[src/hdl/pio_map.vh]
// register offsets, reset values and widths for the parallel io port
`ifndef PIO_MAP_VH
`define PIO_MAP_VH
`define PIO_ADDR_W 3
`define PIO_OFS_DATA 3'h0
`define PIO_OFS_DIR 3'h1
`define PIO_OFS_MASK 3'h2
`define PIO_OFS_EDGE 3'h3
`define PIO_OFS_SET 3'h4
`define PIO_OFS_CLR 3'h5
`define PIO_REG_W 32
`define PIO_PORT_W 8
`define PIO_RST_ZERO 32'h0000_0000
`define PIO_RST_BIT 1'b0
`define PIO_ARM_ON 1'b1
`endif

[src/hdl/pio_port.v]
// parallel io port with direction, edge capture, mask and bit set/clear
`timescale 1ns/1ps
`include "pio_map.vh"

module pio_port #(
    parameter WIDTH = `PIO_PORT_W
) (
    input wire clk,
    input wire rst_n,
    input wire [`PIO_ADDR_W-1:0] address,
    input wire chip_select,
    input wire write_n,
    input wire [`PIO_REG_W-1:0] writedata,
    output reg [`PIO_REG_W-1:0] readdata,
    input wire [WIDTH-1:0] pin_in,
    output wire [WIDTH-1:0] pin_out,
    output wire [WIDTH-1:0] pin_oe,
    output wire irq
);

    // register state; only the low WIDTH bits of each word are stored
    reg [WIDTH-1:0] out_value;
    reg [WIDTH-1:0] pin_direction;
    reg [WIDTH-1:0] irq_enable_mask;
    reg [WIDTH-1:0] edge_event_flags;
    reg [WIDTH-1:0] pin_prev;
    reg edge_armed;

    // next values
    reg [WIDTH-1:0] next_out_value;
    reg [WIDTH-1:0] next_pin_direction;
    reg [WIDTH-1:0] next_irq_enable_mask;
    reg [WIDTH-1:0] next_edge_event_flags;
    reg [WIDTH-1:0] next_pin_prev;
    reg next_edge_armed;
    reg [`PIO_REG_W-1:0] next_readdata;

    // decoded bus strobes and shared values
    wire wr_data;
    wire wr_dir;
    wire wr_mask;
    wire wr_edge;
    wire wr_set;
    wire wr_clr;
    wire rd_any;
    wire rd_data;
    wire rd_dir;
    wire rd_mask;
    wire rd_edge;
    wire [WIDTH-1:0] wlow;
    wire [WIDTH-1:0] edges;
    wire [WIDTH-1:0] no_bits;
    wire [WIDTH-1:0] read_value;

    // write strobe for one register slot
    function slot_write;
        input cs;
        input wn;
        input [`PIO_ADDR_W-1:0] addr;
        input [`PIO_ADDR_W-1:0] slot;
        begin
            slot_write = cs & ~wn & (addr == slot);
        end
    endfunction

    // any read cycle, whatever the slot
    function bus_read;
        input cs;
        input wn;
        begin
            bus_read = cs & wn;
        end
    endfunction

    // read strobe for one register slot
    function slot_read;
        input cs;
        input wn;
        input [`PIO_ADDR_W-1:0] addr;
        input [`PIO_ADDR_W-1:0] slot;
        begin
            slot_read = bus_read(cs, wn) & (addr == slot);
        end
    endfunction

    // upper bus bits are ignored on writes
    function [WIDTH-1:0] low_bits;
        input [`PIO_REG_W-1:0] word;
        begin
            low_bits = word[WIDTH-1:0];
        end
    endfunction

    // WIDTH must stay below the word width, the fill is never empty
    function [`PIO_REG_W-1:0] widen;
        input [WIDTH-1:0] value;
        begin
            widen = {{(`PIO_REG_W-WIDTH){`PIO_RST_BIT}}, value};
        end
    endfunction

    function [WIDTH-1:0] spread;
        input bit_in;
        begin
            spread = {WIDTH{bit_in}};
        end
    endfunction

    function [WIDTH-1:0] set_bits;
        input [WIDTH-1:0] cur;
        input [WIDTH-1:0] mask;
        begin
            set_bits = cur | mask;
        end
    endfunction

    function [WIDTH-1:0] clear_bits;
        input [WIDTH-1:0] cur;
        input [WIDTH-1:0] mask;
        begin
            clear_bits = cur & ~mask;
        end
    endfunction

    // set wins: a clear cannot hide an edge seen in the same cycle
    function [WIDTH-1:0] flag_update;
        input [WIDTH-1:0] flags;
        input [WIDTH-1:0] clear;
        input [WIDTH-1:0] fresh;
        begin
            flag_update = (flags & ~clear) | fresh;
        end
    endfunction

    // no edge until one sample is taken, so release from reset cannot fake one
    function [WIDTH-1:0] edge_detect;
        input armed;
        input [WIDTH-1:0] now;
        input [WIDTH-1:0] prev;
        begin
            if (armed) begin
                edge_detect = now ^ prev;
            end else begin
                edge_detect = {WIDTH{`PIO_RST_BIT}};
            end
        end
    endfunction

    // reads of slots four and up fall through to zero
    function [WIDTH-1:0] read_select;
        input hit_data;
        input hit_dir;
        input hit_mask;
        input hit_edge;
        input [WIDTH-1:0] pins;
        input [WIDTH-1:0] dir;
        input [WIDTH-1:0] mask;
        input [WIDTH-1:0] flags;
        begin
            read_select = (spread(hit_data) & pins)
                | (spread(hit_dir) & dir)
                | (spread(hit_mask) & mask)
                | (spread(hit_edge) & flags);
        end
    endfunction

    assign wr_data = slot_write(chip_select, write_n, address, `PIO_OFS_DATA);
    assign wr_dir = slot_write(chip_select, write_n, address, `PIO_OFS_DIR);
    assign wr_mask = slot_write(chip_select, write_n, address, `PIO_OFS_MASK);
    assign wr_edge = slot_write(chip_select, write_n, address, `PIO_OFS_EDGE);
    assign wr_set = slot_write(chip_select, write_n, address, `PIO_OFS_SET);
    assign wr_clr = slot_write(chip_select, write_n, address, `PIO_OFS_CLR);
    assign rd_any = bus_read(chip_select, write_n);
    assign rd_data = slot_read(chip_select, write_n, address, `PIO_OFS_DATA);
    assign rd_dir = slot_read(chip_select, write_n, address, `PIO_OFS_DIR);
    assign rd_mask = slot_read(chip_select, write_n, address, `PIO_OFS_MASK);
    assign rd_edge = slot_read(chip_select, write_n, address, `PIO_OFS_EDGE);
    assign wlow = low_bits(writedata);
    assign no_bits = {WIDTH{`PIO_RST_BIT}};
    assign edges = edge_detect(edge_armed, pin_in, pin_prev);
    assign read_value = read_select(rd_data, rd_dir, rd_mask, rd_edge,
        pin_in, pin_direction, irq_enable_mask, edge_event_flags);

    // pins drive only where the direction bit is one
    assign pin_out = out_value;
    assign pin_oe = pin_direction;
    assign irq = |(edge_event_flags & irq_enable_mask);

    always @* begin
        next_out_value = out_value;
        if (wr_data) begin
            next_out_value = wlow;
        end else if (wr_set) begin
            next_out_value = set_bits(out_value, wlow);
        end else if (wr_clr) begin
            next_out_value = clear_bits(out_value, wlow);
        end
    end

    always @* begin
        next_pin_direction = pin_direction;
        if (wr_dir) begin
            next_pin_direction = wlow;
        end
    end

    always @* begin
        next_irq_enable_mask = irq_enable_mask;
        if (wr_mask) begin
            next_irq_enable_mask = wlow;
        end
    end

    always @* begin
        if (wr_edge) begin
            next_edge_event_flags = flag_update(edge_event_flags, wlow, edges);
        end else begin
            next_edge_event_flags = flag_update(edge_event_flags, no_bits, edges);
        end
    end

    always @* begin
        next_pin_prev = pin_in;
        next_edge_armed = `PIO_ARM_ON;
    end

    // the last answer stands until the next read
    always @* begin
        next_readdata = readdata;
        if (rd_any) begin
            next_readdata = widen(read_value);
        end
    end

    always @(posedge clk or negedge rst_n) begin
        if (!rst_n) begin
            out_value <= {WIDTH{`PIO_RST_BIT}};
        end else begin
            out_value <= next_out_value;
        end
    end

    always @(posedge clk or negedge rst_n) begin
        if (!rst_n) begin
            pin_direction <= {WIDTH{`PIO_RST_BIT}};
        end else begin
            pin_direction <= next_pin_direction;
        end
    end

    always @(posedge clk or negedge rst_n) begin
        if (!rst_n) begin
            irq_enable_mask <= {WIDTH{`PIO_RST_BIT}};
        end else begin
            irq_enable_mask <= next_irq_enable_mask;
        end
    end

    always @(posedge clk or negedge rst_n) begin
        if (!rst_n) begin
            edge_event_flags <= {WIDTH{`PIO_RST_BIT}};
        end else begin
            edge_event_flags <= next_edge_event_flags;
        end
    end

    always @(posedge clk or negedge rst_n) begin
        if (!rst_n) begin
            pin_prev <= {WIDTH{`PIO_RST_BIT}};
        end else begin
            pin_prev <= next_pin_prev;
        end
    end

    always @(posedge clk or negedge rst_n) begin
        if (!rst_n) begin
            edge_armed <= `PIO_RST_BIT;
        end else begin
            edge_armed <= next_edge_armed;
        end
    end

    always @(posedge clk or negedge rst_n) begin
        if (!rst_n) begin
            readdata <= `PIO_RST_ZERO;
        end else begin
            readdata <= next_readdata;
        end
    end

endmodule // pio_port

[config.mk]
export PLATFORM = sky130hd
export DESIGN_NAME = pio_port
export DESIGN_NICKNAME = d
export VERILOG_FILES = /design/src/hdl/pio_port.v
export VERILOG_INCLUDE_DIRS = /design/src /design/src/hdl
export SDC_FILE = /design/constraint.sdc
export NUM_CORES = 1
export LEC_CHECK = 0
export ABC_AREA = 1
export ABC_CLOCK_PERIOD_IN_PS = 1200
export BUFFER_PORTS_ARGS = -buffer_cell sky130_fd_sc_hd__buf_4
export CAP_MARGIN = 10
export CELL_PAD_IN_SITES_DETAIL_PLACEMENT = 0
export CELL_PAD_IN_SITES_GLOBAL_PLACEMENT = 1
export CORE_AREA = 2 2 99 82
export CTS_CLUSTER_DIAMETER = 30
export DETAILED_ROUTE_END_ITERATION = 12
export DIE_AREA = 0 0 101 84
export PLACE_DENSITY_LB_ADDON = 0.1
export SETUP_SLACK_MARGIN = 0.5
export SYNTH_ARGS = -nofsm -noshare
export SYNTH_HDL_FRONTEND = slang
export SYNTH_SLANG_ARGS = --single-unit
export TNS_END_PERCENT = 30
[constraint.sdc]
create_clock -name clk -period 1.2 [get_ports clk]
set_input_delay 0.06 -clock clk [delete_from_list [all_inputs] [get_ports clk]]
set_output_delay 0.06 -clock clk [all_outputs]
set_load 0.05 [all_outputs]
* Word-level counts from Yosys, hierarchy flattened
Index checks and enable logic that the tools add are counted.
** Operators by class
- Eq/ne operators :: 5
- Muxes and demuxes :: 5
- Bitwise gates (word level) :: 28
- Reduce and logical (&&, ||, !) cells :: 3
** Operators by type and width (number)
- bitwise AND 8 bit :: 7
- bitwise OR 8 bit :: 6
- two-way mux 8 bit :: 5
- bitwise AND 1 bit :: 12
- inverter 8 bit :: 1
- OR reduction 8 bit :: 1
- bitwise XOR 8 bit :: 1
- equality test 3 x 2 -> 1 bit (second input constant) :: 2
- equality test 3 bit (second input constant) :: 2
- equality test 3 x 1 -> 1 bit (second input constant) :: 1
- zero test 3 bit :: 1
- nonzero test 3 bit :: 1
- inverter 1 bit :: 1
** Storage, ports and cells
- Flip-flop bits (word level) :: 49
- Input port bits :: 47
- Output and inout port bits :: 49
- Word-level logic and storage cells :: 48

* Depth between registers and ports, before layout
Gate-level depths: netlist of the first run.
- Word-level depth :: 6
- Gate-level depth with buffers :: 7
- Depth with buffers taken out :: 7

* Worst setup path before layout of the first run
Ideal clock, no wire load.
- Path kind :: register to register
- From :: reg pin_direction[0], in the netlist pin_oe[0]
- To :: reg readdata[0]
- Library setup time :: 119 ps
- Arrival time :: 890 ps
- Required time :: 1081 ps
- Slack :: 191 ps
- Cell stages (with the launch flop) :: 5
- Path buffers :: 0
- Clock period less this slack :: 1009 ps
- Cell sequence :: dfrtp_1 > nand3_1 > nand2_1 > nor2_1 > nand2_1
** On the way
- Longest elaborated chain between the ends :: 4
** RTL lines
- start, declared :: line pio_port.v:23 : reg [WIDTH-1:0] pin_direction;
- start signal, assigned :: line pio_port.v:245 : pin_direction <= {WIDTH{`PIO_RST_BIT}};
- start signal, assigned :: line pio_port.v:247 : pin_direction <= next_pin_direction;
- bitwise AND 8 bit :: line pio_port.v:161 : | (spread(hit_dir) & dir)
- bitwise OR 8 bit :: line pio_port.v:161
- bitwise OR 8 bit :: line pio_port.v:162 : | (spread(hit_mask) & mask)
- bitwise OR 8 bit :: line pio_port.v:163 : | (spread(hit_edge) & flags);
- end signal, assigned :: line pio_port.v:285 : readdata <= `PIO_RST_ZERO;
- end signal, assigned :: line pio_port.v:287 : readdata <= next_readdata;
- end, declared :: line pio_port.v:14 : output reg [`PIO_REG_W-1:0] readdata,
No other way between the ends.
A chain may end at the register's enable or synchronous reset.

* Worst setup path after layout of the first run
- From :: reg irq_enable_mask[1]
- To :: out irq
** On the way
- Longest elaborated chain between the ends :: 2
** RTL lines
- start, declared :: line pio_port.v:24 : reg [WIDTH-1:0] irq_enable_mask;
- start signal, assigned :: line pio_port.v:253 : irq_enable_mask <= {WIDTH{`PIO_RST_BIT}};
- start signal, assigned :: line pio_port.v:255 : irq_enable_mask <= next_irq_enable_mask;
- bitwise AND 8 bit :: line pio_port.v:187 : assign irq = |(edge_event_flags & irq_enable_mask);
- OR reduction 8 bit :: line pio_port.v:187
- end, declared :: line pio_port.v:18 : output wire irq
No other way between the ends.

==> results of run 1 <==
## Yosys cell counts
cell type / n
conb_1: 2
dfrtp_1: 49
nand4_1: 18
nor2_1: 9
nand3_4: 1
or2_2: 9
nand3_1: 25
o21ai_2: 8
nand2_2: 1
buf_6: 1
nand2_1: 99
buf_4: 28
buf_1: 1
nor2_8: 2
o21ai_0: 21
nor2_4: 3
buf_2: 3
o21ai_1: 2
inv_1: 10
nand3_2: 1
inv_2: 2
nor2_2: 1
nand2_4: 2
## worst paths after layout
check	startpoint	end	cells past startpoint
max	irq_enable_mask[1]$_DFFE_PN0P_	irq	4
min	writedata[4]	register	4
max reg2reg	edge_event_flags[4]$_DFF_PN0_	readdata[4]$_DFFE_PN0N_	5
min reg2reg	readdata[7]$_DFFE_PN0N_	readdata[7]$_DFFE_PN0N_	2
max in group asynchronous	rst_n	edge_armed$_DFF_PN0_	3
min in group asynchronous	rst_n	asynchronous set/reset pin	2
## critical path: stages (launching register included)
cell	delay [ps]
dfrtp_1	410
nand2_1	80
nand4_1	90
or2_4	260
buf_6	150
## per-stage QoR
stage	hold slack (ps)	setup slack, ps
finish	15.4	-152
global route	17.4	-214
CTS	23.1	-166
detailed placement	-7.81	104
global placement	-7.25	121
floorplan	-236	310
## power groups by stage
stage               logic, mW  registers, mW  clock network, mW
floorplan               0.633           2.60                  0
global placement         1.58           2.09                  0
detailed placement       1.59           2.09                  0
CTS                      2.03           2.09               1.10
global route             2.37           2.12               1.16
finish                   2.23           2.10               1.05
## cell usage in the layout (no fill, tap or decap)
master and count:
buf_12 3, buf_4 29, buf_6 33, buf_8 12, clkbuf_1 1, clkbuf_8 6
clkinv_8 1, clkinvlp_4 1, conb_1 25, dfrtp_1 37, dfrtp_2 12, dlygate4sd3_1 17
inv_1 8, inv_12 1, inv_2 1, inv_6 1, nand2_1 80, nand2_2 19
nand2_4 3, nand3_1 8, nand3_2 13, nand3_4 6, nand4_1 18, nor2_1 2
nor2_2 6, nor2_4 5, nor2_8 2, o21ai_0 9, o21ai_1 14, o21ai_2 8
or2_4 9
## cells by family (layout without fill, tap and decap cells)
kind of cell / Yosys count / in the layout / share of synthesized area [%]
AOI/OAI and AO/OA: 31 / 31 / 7.29
buffers and inverters: 45 / 114 / 11.2
and+or+nand+nor: 171 / 171 / 32.9
other: 2 / 25 / 0.296
DFF: 49 / 49 / 48.3
## routing by layer
| metal | share of wire [%] | vias up | GRT usage (%) |
|---|---|---|---|
| met5 | 0 | - | 0 |
| met4 | 1.4 | 0 | 6.14 |
| met3 | 3.6 | 7 | 3.43 |
| met2 | 46 | 41 | 26.5 |
| met1 | 49 | 1073 | 23.9 |
| li1 | - | 1108 | - |
## area by class of cell
cell class                 instances  share of cell area, %
clock buffer                       7                   2.23
sequential                        49                   32.1
inverter                          12                   1.94
tap                               93                   3.01
timing repair buffer              94                   25.9
multi-input combinational        227                   34.7
clock inverter                     1                  0.194
## what timing repair did
action | in CTS | in global routing
gates resized for setup | 78 | 51
hold endpoints to repair | 65 | 0
setup endpoints to repair | 54 | 91
setup buffers | 13 | 11
pin swaps | 40 | 45
cloned | 0 | 0
hold buffers | 17 | 0
==> results.toml, run 1 <==
[floorplan]
pin_count = 96
rows = 29
core_area_um2 = 7620
die_h_um = 84
fp.dieArea_um2 = 8480
start_util_pct = 33.3
chipWidth_um = 101

[yosys]
synthCells = 298
ys_types = 23
yosys_warnings = 0
synthesis.area_um2 = 2540
synthTopCellsByArea = "dfrtp_1 48%, nand2_1 15%, buf_4 8.3%"
synth_seq_cells = 49
syn_area_per_cell_um2 = 8.52
seq_area_frac_synth_pct = 48.3
yosys.area.top_type = "dfrtp_1"
synth_top_cell_area_share_pct = 48.3

[sta]
report.final.slew_viol_count = 0
max_freq_mhz = 740
tns_ps = -152
fin_skew_ps = 8.82
setup_slack_ps = -152
final-hold-violation-count = 0
fin_crit_ps = 1350
rsz0062_at_grt = "true"
setup_viol_count_final = 1
fin_crit_sh_pct = 113

[finish]
drive_gt1_share_pct = 43.8
multi_input_area_um2 = 1340
nFillCells = 749
seqCellArea_um2 = 1240
diodes = 0
syn2layout_area_growth_pct = 52.2
final_area_um2 = 3870
nets = 436
utilization_pct = 50.7
final_cells = 483

[global_routing]
antenna_found_initial = 0
grt_pass1_wl_mm = 11.4
grt_max_degree = 28
overflow = 0
track_usage_pct = 17.2
grt_pass1_vias = 2268

[power]
sw_frac_of_total_pct = 38.4
p_comb_share_pct = 41.4
p_clk_share_pct = 19.5
seqPwrFrac_pct = 39.0
power_mw = 5.38
p_int_mw = 3.31
p_leak_nw = 1.83
p_switching_mw = 2.06
power_density_nw_per_um2 = 1390
peakVddDrop_uv = 684

[cts]
clkLatencyLatePin_ps = 310
clock_path_buffers = 2
cts_sinks = 49
cts_root_buf = "clkbuf_8"
htree_levels = 2
clk_pin_slew_worst_paths_ps = 100
cts_tree = "built"
cts_buffers = 5

[place]
gp_congestion = 0.820
io_buffers = 47
dp_hpwl_mm = 4.50
dp_cells = 434
placed_area_um2 = 2990

[setup_path]
cp_data_arrival_time_ps = 1290
worst-path-max-fanout = 3
startpoint_type = "register"
crit_type = "register to output pin"
critical_path_required_ps = 1140
regToRegSetupSlack_ps = 220
endpoint_kind = "output pin"

[routing]
dr.first_iter.drc_count = 69
postRouteAntennaNets = 0
finalWirelength_mm = 6.73
wire_per_inst_um = 13.9
drc = 0
routed_via_density = 4.61
dr.pass1.iters = 4
route.vias.total = 2229

[outcome]
violations = "negative setup slack"
status = "finished with violations"

[flow_run]
max-cap-violations = 0

[hold_path]
min_path_type = "input port to register"
No activity file was read; power rests on OpenSTA's default activity.
==> run 2, diff against run 1 <==
Settings changed: CTS_CLUSTER_SIZE set to 25, MAX_ROUTING_LAYER set to met4.
==> results.toml, run 2 (synthesis gave the netlist of run 1 again) <==
[setup_path]
critical_path_required_ps = 1140
startpoint_type = "register"
reg2reg_to = "readdata[4]$_DFFE_PN0N_"
endpoint_kind = "output pin"
worst-path-max-fanout = 3
reg2reg_from = "edge_event_flags[4]$_DFF_PN0_"
r2r_cells = 5
regToRegSetupSlack_ps = 220
crit_type = "register to output pin"
cp_data_arrival_time_ps = 1290

[power]
p_leak_nw = 1.83
power_density_nw_per_um2 = 1390
peakVddDrop_uv = 684
power_mw = 5.38

[cts]
clkLatencyLatePin_ps = 310
cts_sinks = 49
clk_pin_slew_worst_paths_ps = 100
cts_root_buf = "clkbuf_8"
clock_path_buffers = 2
cts_tree = "built"
htree_levels = 2
cts_buffers = 5

[routing]
dr.pass1.iters = 4
wl_met1_mm = 3.30
finalWirelength_mm = 6.72
wl_met3_um = 220
dr_wl_met2_mm = 3.10
dr.first_iter.drc_count = 76
route.vias.total = 2230
highest_layer = "met4"
routed_via_density = 4.62
wire_per_inst_um = 13.9
postRouteAntennaNets = 0
drc = 0

[sta]
whs_ps = 14.2
final-hold-violation-count = 0
rsz0062_at_grt = "true"
fin_crit_ps = 1350
setup_slack_ps = -153
fin_crit_sh_pct = 113
setup_viol_count_final = 1
report.final.slew_viol_count = 0
fin_skew_ps = 7.81
max_freq_mhz = 739

[floorplan]
pin_count = 96
core_area_um2 = 7620
die_h_um = 84
chipWidth_um = 101
fp.dieArea_um2 = 8480
start_util_pct = 33.3
rows = 29

[global_routing]
grt_max_degree = 28
track_usage_pct = 17.7
overflow = 0
grt_pass1_vias = 2271
grt_pass1_wl_mm = 11.4
antenna_found_initial = 0

[outcome]
violations = "negative setup slack"
status = "finished with violations"

[place]
io_buffers = 47
dp_hpwl_mm = 4.50
dp_cells = 434
placed_area_um2 = 2990
gp_congestion = 0.832

[hold_path]
min_path_type = "input port to register"
holdCritStartpoint = "writedata[4]"
hold_depth = 4

[finish]
layout_commonest_cell = "nand2_1"
diodes = 0
nets = 436
final_area_um2 = 3870
syn2layout_area_growth_pct = 52.2
final_cells = 483
layout_common_cells = "80 x nand2_1, 37 x dfrtp_1, 33 x buf_6"
drive_gt1_share_pct = 43.8

[flow_run]
max-cap-violations = 0
-- run 2: worst max-delay path by stage --
stage | from | to | slack (ps) | depth (start not counted)
after floorplan | edge_event_flags[1]$_DFF_PN0_ | irq | 310 | 3
after global placement | chip_select | readdata[1]$_DFFE_PN0N_ | 120 | 7
after detailed placement | chip_select | readdata[1]$_DFFE_PN0N_ | 100 | 7
after CTS | edge_event_flags[0]$_DFF_PN0_ | irq | -170 | 4
after global routing | edge_event_flags[7]$_DFF_PN0_ | irq | -210 | 4
final | irq_enable_mask[1]$_DFFE_PN0P_ | irq | -150 | 4
-- run 2: timing repair --
| action | in CTS | in global routing |
|---|---|---|
| pin swaps | 40 | 45 |
| setup endpoints to repair | 54 | 91 |
| buffers inserted | 13 | 11 |
| gates resized for setup | 78 | 51 |
| endpoints found under the hold margin | 65 | 0 |
| hold buffers | 17 | 0 |
-- run 2: worst max-delay path: stages (launching register included) --
cell and delay (ps):
dfrtp_1 410, nand2_1 80, nand4_1 90, or2_4 260
buf_6 150
-- run 2: metrics by stage --
stage               setup TNS (ps)  setup WS, ps  utilization (%)
floorplan                        0           310                -
global placement                 0           121             39.3
detailed placement               0           104             39.3
CTS                           -166          -166             47.7
global route                  -214          -214             50.7
finish                        -153          -153             50.7
-- run 2: cell type report --
class                   instances  area, um2
repair buffers                 94       1000
clock buffers                   7       86.3
multi-input cells             227       1340
fillers                       749       3750
flip-flops and latches         49       1240
clock inverters                 1       7.51
inverters                      12       75.1
well taps                      93        116
-- run 2: power by group --
| part | switching [mW] | internal (mW) | leakage, nW |
|---|---|---|---|
| Clock | 0.584 | 0.470 | 0.0445 |
| Combinational | 1.28 | 0.948 | 1.21 |
| Sequential | 0.204 | 1.90 | 0.571 |
-- run 2: metal layers --
metal	GRT usage (%)	vias up
met5	-	-
met4	6.14	0
met3	3.18	7
met2	26.5	41
met1	24.1	1074
li1	-	1108
